[src/pkg/wsns_map.vh]
// Constants for the wiper stepping and nonvolatile store block
`ifndef WSNS_MAP_VH
`define WSNS_MAP_VH

// ----------------------------------------------------------------------
// Position
// ----------------------------------------------------------------------
`define WSNS_POS_W        6
`define WSNS_POS_MAX      6'h3F
`define WSNS_POS_MIN      6'h00
`define WSNS_POS_RST      6'h00
`define WSNS_STORE_BIT    3

// ----------------------------------------------------------------------
// Input sources
// ----------------------------------------------------------------------
`define WSNS_SRC_UP       2'h0
`define WSNS_SRC_DOWN     2'h1
`define WSNS_SRC_DIG      2'h2

// ----------------------------------------------------------------------
// Timing
// ----------------------------------------------------------------------
`define WSNS_CLK_MHZ      250
`define WSNS_T_DIG_US     1
`define WSNS_T_CONTACT_MS 1
`define WSNS_T_HOLD_MS    1000
`define WSNS_T_REP_MS     100
`define WSNS_T_IDLE_MS    1000
`define WSNS_T_SETTLE_MS  2000
`define WSNS_DIG_CYC      (`WSNS_T_DIG_US * `WSNS_CLK_MHZ)
`define WSNS_CONTACT_CYC  (`WSNS_T_CONTACT_MS * 1000 * `WSNS_CLK_MHZ)
`define WSNS_HOLD_CYC     (`WSNS_T_HOLD_MS * 1000 * `WSNS_CLK_MHZ)
`define WSNS_REP_CYC      (`WSNS_T_REP_MS * 1000 * `WSNS_CLK_MHZ)
`define WSNS_IDLE_CYC     (`WSNS_T_IDLE_MS * 1000 * `WSNS_CLK_MHZ)
`define WSNS_SETTLE_CYC   (`WSNS_T_SETTLE_MS * 1000 * `WSNS_CLK_MHZ)

`endif

[src/verilog/wsns_top.v]
// Wiper step interpreter with nonvolatile store policy
`include "wsns_map.vh"

module wsns_top #(
  parameter [31:0] DIG_CYC     = `WSNS_DIG_CYC,
  parameter [31:0] CONTACT_CYC = `WSNS_CONTACT_CYC,
  parameter [31:0] HOLD_CYC    = `WSNS_HOLD_CYC,
  parameter [31:0] REP_CYC     = `WSNS_REP_CYC,
  parameter [31:0] IDLE_CYC    = `WSNS_IDLE_CYC,
  parameter [31:0] SETTLE_CYC  = `WSNS_SETTLE_CYC
) (
  input  wire                   clock_i,
  input  wire                   sys_rst_i,
  input  wire                   clk_en_i,
  input  wire                   up_contact_in_n_i,
  input  wire                   down_contact_in_n_i,
  input  wire                   digital_in_n_i,
  input  wire                   down_float_i,
  input  wire [`WSNS_POS_W-1:0] nv_rdata_i,
  output reg  [`WSNS_POS_W-1:0] wiper_pos_o,
  output reg                    dir_up_o,
  output reg                    dual_mode_o,
  output reg                    ready_o,
  output reg                    nv_write_o,
  output reg  [`WSNS_POS_W-1:0] nv_wdata_o
);

  // ----------------------------------------------------------------------
  // Helpers
  // ----------------------------------------------------------------------
  // Saturating step
  function [`WSNS_POS_W-1:0] wsns_step;
    input [`WSNS_POS_W-1:0] pos;
    input                   up;
    begin
      if (up) begin
        wsns_step = (pos == `WSNS_POS_MAX) ? pos : pos + 6'h01;
      end else begin
        wsns_step = (pos == `WSNS_POS_MIN) ? pos : pos - 6'h01;
      end
    end
  endfunction

  // ----------------------------------------------------------------------
  // Input qualification
  // ----------------------------------------------------------------------
  wire [2:0]  raw_n;
  reg  [2:0]  stable_reg;
  reg  [2:0]  stable_d_reg;
  reg  [31:0] qual_cnt_reg [0:2];
  wire [2:0]  fall;

  assign raw_n = {digital_in_n_i, down_contact_in_n_i, up_contact_in_n_i};

  // Digital input qualifies fast, contacts slow enough to debounce
  function [31:0] wsns_min_cyc;
    input integer idx;
    begin
      wsns_min_cyc = (idx == 2) ? DIG_CYC : CONTACT_CYC;
    end
  endfunction

  // One process owns all three filters, so each vector has one driver
  integer     qi;
  always @(posedge clock_i) begin
    if (sys_rst_i) begin
      stable_reg <= 3'h7;
      for (qi = 0; qi < 3; qi = qi + 1) begin
        qual_cnt_reg[qi] <= 32'h0000_0000;
      end
    end else if (clk_en_i) begin
      for (qi = 0; qi < 3; qi = qi + 1) begin
        if (raw_n[qi] == stable_reg[qi]) begin
          qual_cnt_reg[qi] <= 32'h0000_0000;
        end else if (qual_cnt_reg[qi] >= wsns_min_cyc(qi) - 32'h1) begin
          stable_reg[qi]   <= raw_n[qi];
          qual_cnt_reg[qi] <= 32'h0000_0000;
        end else begin
          qual_cnt_reg[qi] <= qual_cnt_reg[qi] + 32'h1;
        end
      end
    end
  end

  // ----------------------------------------------------------------------
  // State
  // ----------------------------------------------------------------------
  reg                   init_reg;
  reg                   dual_reg;
  reg [`WSNS_POS_W-1:0] pos_reg;
  reg                   dir_reg;
  reg [1:0]             src_reg;
  reg [31:0]            hold_reg;
  reg                   rep_reg;
  reg [31:0]            idle_reg;
  reg                   idle_long_reg;
  reg                   first_done_reg;
  reg                   pending_reg;
  reg [31:0]            settle_reg;

  // Press starts on a falling edge; down contact unused in single mode
  assign fall = stable_d_reg & ~stable_reg & {1'b1, dual_reg, 1'b1} &
                {3{~init_reg}};

  // ----------------------------------------------------------------------
  // Step decision
  // ----------------------------------------------------------------------
  reg                   step_go;
  reg [1:0]             src_next;
  reg                   single_src;
  reg                   dir_use;
  reg                   step_up;
  reg [`WSNS_POS_W-1:0] pos_next;
  reg                   single_act;

  always @* begin
    step_go  = 1'b0;
    src_next = src_reg;
    if (fall[0]) begin
      src_next = `WSNS_SRC_UP;
    end else if (fall[1]) begin
      src_next = `WSNS_SRC_DOWN;
    end else if (fall[2]) begin
      src_next = `WSNS_SRC_DIG;
    end
    if (|fall) begin
      step_go = 1'b1;
    end else if (!init_reg && !stable_reg[src_reg]) begin
      if (!rep_reg && hold_reg >= HOLD_CYC - 32'h1) begin
        step_go = 1'b1;
      end else if (rep_reg && hold_reg >= REP_CYC - 32'h1) begin
        step_go = 1'b1;
      end
    end
    single_src = (src_next == `WSNS_SRC_DIG) || !dual_reg;
    // Reverse only when a new press follows a long idle
    dir_use = (|fall && idle_long_reg) ? ~dir_reg : dir_reg;
    if (single_src) begin
      step_up = dir_use;
    end else begin
      // Dual mode: each contact owns its direction
      step_up = (src_next == `WSNS_SRC_UP);
    end
    pos_next   = step_go ? wsns_step(pos_reg, step_up) : pos_reg;
    single_act = !stable_reg[2] || (!stable_reg[0] && !dual_reg);
  end

  // ----------------------------------------------------------------------
  // Sequential update
  // ----------------------------------------------------------------------
  always @(posedge clock_i) begin
    if (sys_rst_i) begin
      init_reg       <= 1'b1;
      dual_reg       <= 1'b0;
      pos_reg        <= `WSNS_POS_RST;
      dir_reg        <= 1'b0;
      src_reg        <= `WSNS_SRC_UP;
      hold_reg       <= 32'h0000_0000;
      rep_reg        <= 1'b0;
      idle_reg       <= 32'h0000_0000;
      idle_long_reg  <= 1'b1;
      first_done_reg <= 1'b0;
      pending_reg    <= 1'b0;
      settle_reg     <= 32'h0000_0000;
      stable_d_reg   <= 3'h7;
      nv_write_o     <= 1'b0;
      nv_wdata_o     <= `WSNS_POS_RST;
      wiper_pos_o    <= `WSNS_POS_RST;
      dir_up_o       <= 1'b0;
      dual_mode_o    <= 1'b0;
      ready_o        <= 1'b0;
    end else if (clk_en_i) begin
      stable_d_reg <= stable_reg;
      nv_write_o   <= 1'b0;
      if (init_reg) begin
        // Restore from the cells, catch the mode strap
        init_reg <= 1'b0;
        pos_reg  <= nv_rdata_i;
        // Floating down contact selects dual mode
        dual_reg <= down_float_i;
      end else begin
        src_reg <= src_next;
        pos_reg <= pos_next;
        // Hold timer restarts on every press and every repeat step
        if (|fall) begin
          hold_reg <= 32'h0000_0000;
          rep_reg  <= 1'b0;
        end else if (!stable_reg[src_reg]) begin
          if (step_go) begin
            hold_reg <= 32'h0000_0000;
            rep_reg  <= 1'b1;
          end else begin
            hold_reg <= hold_reg + 32'h1;
          end
        end
        if (single_act) begin
          idle_reg      <= 32'h0000_0000;
          idle_long_reg <= 1'b0;
        end else if (idle_reg >= IDLE_CYC - 32'h1) begin
          idle_long_reg <= 1'b1;
        end else begin
          idle_reg <= idle_reg + 32'h1;
        end
        // Single-type steps also reverse at either end
        if (step_go && single_src) begin
          if (pos_next == `WSNS_POS_MAX) begin
            dir_reg <= 1'b0;
          end else if (pos_next == `WSNS_POS_MIN) begin
            dir_reg <= 1'b1;
          end else begin
            dir_reg <= step_up;
          end
        end
        // Store policy, driven from the live position alone
        if (pos_next != pos_reg) begin
          // Any change restarts the settle delay
          settle_reg <= 32'h0000_0000;
          // First change, or a bit 3 flip, arms a store
          if (!first_done_reg ||
              (pos_next[`WSNS_STORE_BIT] != pos_reg[`WSNS_STORE_BIT])) begin
            pending_reg <= 1'b1;
          end
        end else if (pending_reg) begin
          if (settle_reg >= SETTLE_CYC - 32'h1) begin
            // Internal write of the settled position
            pending_reg    <= 1'b0;
            first_done_reg <= 1'b1;
            settle_reg     <= 32'h0000_0000;
            nv_write_o     <= 1'b1;
            nv_wdata_o     <= pos_reg;
          end else begin
            settle_reg <= settle_reg + 32'h1;
          end
        end
      end
      wiper_pos_o <= init_reg ? nv_rdata_i : pos_next;
      dir_up_o    <= dir_reg;
      dual_mode_o <= init_reg ? down_float_i : dual_reg;
      ready_o     <= 1'b1;
    end
  end

endmodule
[config.mk]
export PLATFORM = sky130hd
export DESIGN_NAME = wsns_top
export DESIGN_NICKNAME = d
export VERILOG_FILES = /design/src/verilog/wsns_top.v
export VERILOG_INCLUDE_DIRS = /design/src /design/src/pkg
export SDC_FILE = /design/constraint.sdc
export NUM_CORES = 1
export LEC_CHECK = 0
export BUFFER_PORTS_ARGS = -buffer_cell sky130_fd_sc_hd__buf_2
export CAP_MARGIN = 15
export CORE_ASPECT_RATIO = 2
export CORE_MARGIN = 2
export CORE_UTILIZATION = 40
export DETAILED_ROUTE_END_ITERATION = 16
export SETUP_SLACK_MARGIN = 0.1
export SLEW_MARGIN = 25
export SYNTH_ARGS = -nofsm -noshare
export SYNTH_HDL_FRONTEND = slang
export SYNTH_SLANG_ARGS = --single-unit
[constraint.sdc]
create_clock -name clock_i -period 2.65 [get_ports clock_i]
set_clock_uncertainty 0.2 [all_clocks]
set_input_delay 0.3975 -clock clock_i [delete_from_list [all_inputs] [get_ports clock_i]]
set_output_delay 0.3975 -clock clock_i [all_outputs]
set_load 0.03 [all_outputs]
==> results of run 1 <==
-- logic make-up (layout without fill, tap and decap cells) --
group           Yosys count  after routing
simple gates            519            521
flops                   222            222
compound gates          167            168
xor+xnor                 95             95
buf+inv                  70            288
mux                      14             14
fa+ha+maj                11             11
other cells               1             52
-- through the flow --
step / total power [mW] / hold WS (ns)
after floorplan: 4.197 / 0.2128
after global placement: 4.421 / 0.2286
after detailed placement: 4.432 / 0.2335
after CTS: 8.195 / 0.01224
after global routing: 8.466 / 0.05710
final: 8.190 / 0.05439
-- Yosys cell counts, types with 21 or more instances --
master	number
edfxtp_1	96
xnor2_1	63
nand3_1	61
nand4_1	22
nand2_1	82
a21oi_1	35
xor2_1	31
a31oi_1	21
nor2_1	183
o21ai_0	30
or3_1	21
clkbuf_1	30
dfxtp_1	126
inv_1	31
nor4_1	27
nor3_1	32
and3_1	29
-- layout make-up --
class                      instances  area share, %
multi-input combinational        861          40.87
inverter                          31         0.7960
timing repair buffer             215          12.17
clock inverter                    11          1.181
sequential                       222          37.14
clock buffer                      31          4.896
tap                              344          2.944
-- layer usage --
metal,vias up,wire length (microns),part of all wire [%],GRT usage (%)
met4,0,1223,4.6,9.449
met2,155,14740,55,35.87
met3,73,780,2.9,2.326
li1,4459,-,-,-
met5,-,0,0,0
met1,4311,9969,37,18.19
-- tightest hold or removal path, stage by stage --
cell,delay (ns)
buf_2,0.10
o22ai_1,0.16
a221oi_2,0.07
-- final timing paths --
path                  start              to  slack [ns]  cells after the start
min reg2reg  settle_reg[29]  settle_reg[29]        0.26                      2
min           nv_rdata_i[3]      pos_reg[3]        0.05                      3
max            hold_reg[29]   settle_reg[7]       -0.13                     14
max reg2reg    hold_reg[29]   settle_reg[7]       -0.13                     14
-- timing repair --
action / 4_1_cts / 5_1_grt
hold buffers: 7 / 1
endpoints found under the hold margin: 9 / 1
pin swaps: 14 / 65
cloned: 1 / 7
resized for setup: 56 / 143
setup buffers: 5 / 21
setup endpoints to repair: 110 / 136
-- power groups by stage --
stage                     logic (mW)  registers (mW)  clock network (mW)
after floorplan                0.344            3.85                   0
after global placement         0.575            3.85                   0
after detailed placement       0.580            3.85                   0
after CTS                      0.605            3.78                3.81
after global routing           0.751            3.79                3.92
final                          0.697            3.78                3.71
==> flow_metrics.tcl, run 1 <==
set metrics [dict create \
    outcome "finished, violations left" \
    violations "negative setup slack" \
    grt_pass1_wl_mm 41.81 \
    swShare_pct 23.03 \
    cts_root_buf "clkbuf_16" \
    antenna_found_initial 0 \
    final_layout_size_suffix_gt1_share_pct 30.34 \
    drtPass1Iterations 5 \
    ff_latch_area_sq_mm 0.005429 \
    syn2layout_area_growth_pct 37.56 \
    final_cell_mix "nor2_1 (158), buf_4 (148), dfxtp_1 (111)" \
    final_common_cell "nor2_1" \
    critical-path-max-stage-delay_ns 0.56 \
    nFillCells 2251 \
    p_int_mw 6.304 \
    synth_top_family_by_area "simple AND/OR/NAND/NOR gates" \
    cts_tree "built" \
    required_ns 2.89 \
    dieArea_sq_mm 0.02796 \
    clk_pin_slew_worst_paths_ns 0.06 \
    ant_nets 0 \
    worst_pin_slew_ns 0.7073 \
    largest_reg_flops 96 \
    setup_violations 42 \
    postPlaceCellArea_sq_mm 0.01250 \
    overflow 0 \
    slew-limit-headroom_pct 52.35 \
    end_kind "flop" \
    post-route-cell-area_sq_mm 0.01462 \
    dpl.hpwl_mm 17.93 \
    vias 8998 \
    first_iter_violations 428 \
    grt_pass1_vias 9030 \
    synth_edf_count 96 \
    diodes 0 \
    crit_chain "or4_4 -> buf_6 -> nor2_4 -> o211ai_1 -> a21oi_2 -> buf_4 -> a21oi_4 -> buf_12 -> a21o_1 -> buf_12 -> nor2_8 -> buf_12 -> a31oi_4 -> a311oi_2" \
    cp_num_buf_inv 5 \
    viasPerCell 5.247 \
    synthCells 1099 \
    crit_top_cell "buf_12" \
    clock_path_buffers 3 \
    wl_mm 26.72 \
    pwr-share-comb_pct 8.5 \
    power_density_mw_per_mm2 560.3 \
    p_seq_share_pct 46.2 \
    synth_mux_area_share_pct 1.495 \
    insertion_delay_ns 0.54 \
    cts_buffers 23 \
    vdd_drop_max_mv 0.5395 \
    yosys.area.top_type "edfxtp_1" \
    slowest_stage "or4_4" \
    gp_congestion 0.8490 \
    ios 29 \
    ys_warn_count 0 \
    nets 1378 \
    hold_viol 0 \
    path_max_fanout 7 \
    yosysUniqueCellTypes 78 \
    hold_path.class "input port to flop" \
    multiInputGateArea_sq_mm 0.005974 \
    start_util_pct 40.61 \
    fmax_mhz 359.5 \
    synth-seq-cells 222 \
    async_reset_ff_share_pct 0 \
    cp_top_family "simple AND/OR/NAND/NOR gates" \
    fp.dieH_microns 234.5 \
    finalWorstSetupSlack_ns -0.1314 \
    synth_ff_type "dfxtp_1" \
    critPathLaunchType "flop" \
    dp_slack_ns -0.2107 \
    switchingPower_mw 1.886 \
    grt_use_total_pct 18.15 \
    fin_setup_tns_ns -3.133 \
    synth-xor-area-share_pct 7.901 \
    routedWlPerCell_microns 15.58 \
    fin_crit_sh_pct 105.0 \
    synth_top_area_share_pct 27.13 \
    synthSimpleGateAreaFrac_pct 24.24 \
    period_needed_ns 2.781 \
    die_w_microns 119.3 \
    seq_area_frac_synth_pct 50.87 \
    syn_avg_cell_area_sq_um 9.669 \
    numPortBuffers 28 \
    core_area_sq_mm 0.02617 \
    clock_sinks 222 \
    slew_viol_final 0 \
    cts.htree.levels 1 \
    drc 0 \
    leakagePower_nw 5.449 \
    synth_compound_area_share_pct 11.21 \
    rsz0062_at_grt "yes" \
    cap_violations 0 \
    syn_area_sq_mm 0.01063 \
    worstSetupPathType "flop to flop" \
    final_core_util_pct 55.86 \
    synth_area_leaders "edfxtp_1 (27%), dfxtp_1 (24%), nor2_1 (6.5%)" \
    clockPowerShare_pct 45.3 \
    grt_max_degree 33 \
    fin_cells 1715 \
    worstPathArrival_ns 3.02 \
    synthAdderAreaFrac_pct 1.295 \
    placementRows 84 \
    placed_cells 1632 \
]
Note: power is estimated with default switching activity, not from simulation.
==> run 2, diff against run 1 <==
--- a/config.mk
+++ b/config.mk
@@ -9,7 +9,7 @@
 export BUFFER_PORTS_ARGS = -buffer_cell sky130_fd_sc_hd__buf_2
 export CAP_MARGIN = 15
 export CORE_ASPECT_RATIO = 2
-export CORE_MARGIN = 2
+export CORE_MARGIN = 3
 export CORE_UTILIZATION = 40
 export DETAILED_ROUTE_END_ITERATION = 16
 export SETUP_SLACK_MARGIN = 0.1
==> flow_metrics.tcl, run 2 (synthesized netlist as in run 1, its figures left out) <==
set metrics [dict create \
    outcome "finished, violations left" \
    violations "negative setup slack" \
    syn2layout_area_growth_pct 35.45 \
    end_kind "flop" \
    critPathLaunchType "flop" \
    cts.htree.levels 1 \
    placementRows 83 \
    p_total_mw 7.703 \
    final_core_util_pct 55.44 \
    vias 8865 \
    placed_cells 1629 \
    start_util_pct 40.93 \
    routedWlPerCell_microns 15.45 \
    grt_pass1_vias 8873 \
    final_cell_mix "nor2_1 (173), buf_4 (154), dfxtp_1 (105)" \
    diodes 0 \
    antenna_found_initial 0 \
    overflow 0 \
    finalWorstSetupSlack_ns -0.06775 \
    setup_violations 24 \
    slew-limit-headroom_pct 63.93 \
    leakagePower_nw 5.415 \
    postPlaceCellArea_sq_mm 0.01250 \
    largest_reg_flops 96 \
    final_layout_size_suffix_gt1_share_pct 30.03 \
    drtPass1Iterations 4 \
    hold_path.class "input port to flop" \
    worstPathArrival_ns 2.97 \
    rsz0062_at_grt "yes" \
    fmax_mhz 368.0 \
    wl_mm 26.45 \
    first_iter_violations 443 \
    fin_crit_sh_pct 102.6 \
    cts_root_buf "clkbuf_16" \
    fin_cells 1712 \
    nets 1381 \
    path_max_fanout 6 \
    cts_buffers 22 \
    nFillCells 2271 \
    worst_pin_slew_ns 0.5362 \
    ff_latch_area_sq_mm 0.005436 \
    grt_use_total_pct 17.37 \
    dieArea_sq_mm 0.02868 \
    worstSetupPathType "flop to flop" \
    clock_path_buffers 3 \
    ant_nets 0 \
    post-route-cell-area_sq_mm 0.01439 \
    die_w_microns 121.3 \
    clock_sinks 222 \
    cts_tree "built" \
    hold_viol 0 \
    core_area_sq_mm 0.02596 \
    slew_viol_final 0 \
    fp.dieH_microns 236.5 \
    cap_violations 0 \
    gp_congestion 0.8486 \
    viasPerCell 5.178 \
    grt_max_degree 33 \
    multiInputGateArea_sq_mm 0.005899 \
    numPortBuffers 28 \
    insertion_delay_ns 0.53 \
    grt_pass1_wl_mm 41.37 \
    drc 0 \
    fin_setup_tns_ns -0.7003 \
    ios 29 \
    clk_pin_slew_worst_paths_ns 0.07 \
    required_ns 2.90 \
    power_density_mw_per_mm2 535.1 \
    vdd_drop_max_mv 0.4742 \
    worst-r2r-setup-slack_ns -0.07 \
    dpl.hpwl_mm 17.86 \
    final_common_cell "nor2_1" \
    period_needed_ns 2.718 \
]
## run 2: final cells by class
cell class	count	area share, %
clock inverter	15	1.260
sequential	222	37.77
timing repair buffer	219	12.33
inverter	31	0.8258
clock buffer	24	3.877
tap	340	2.955
multi-input combinational	861	40.99
## run 2: critical path, cell delays in order (launching register included)
cell and delay (ns):
dfxtp_4 0.38, or3b_4 0.43, o21ai_4 0.09, o21ai_4 0.08, a21o_4 0.21, mux2_4 0.34
buf_6 0.13, and3_2 0.23, or3_4 0.41, nor2_1 0.12
## run 2: repair_timing
| action | in CTS | in global routing |
|---|---|---|
| endpoints found under the setup margin | 100 | 140 |
| hold endpoints to repair | 7 | 0 |
| hold buffers | 7 | 0 |
| pin swaps | 44 | 68 |
| buffers inserted | 17 | 16 |
| gates resized for setup | 78 | 111 |
| gates cloned | 1 | 5 |
## run 2: metal layers
metal	vias up	share of wire (%)	track usage [%]	routed length (microns)
met4	0	3.5	6.698	913
met3	49	2.7	2.055	711
met2	110	56	33.76	14690
met1	4260	38	18.63	10130
met5	-	0	0	0
li1	4446	-	-	-
## run 2: report_power, final
group          internal [mW]  switching, mW
Clock                   1.91           1.32
Combinational          0.307          0.384
Sequential              3.70         0.0814
## run 2: final timing paths
check	cells after the start	from	endpoint
max	9	init_reg	settle_reg[30]
min	3	nv_rdata_i[4]	pos_reg[4]
min reg2reg	2	settle_reg[29]	settle_reg[29]
max reg2reg	9	init_reg	settle_reg[30]
## run 2: metrics by stage
step                      worst slack [ns]  hold slack, ns
final                             -0.06775         0.04209
after CTS                         -0.05369         0.01899
after global routing               -0.1381         0.04035
after floorplan                   -0.04185          0.2128
after global placement            -0.06285          0.2354
after detailed placement          -0.09911          0.2412
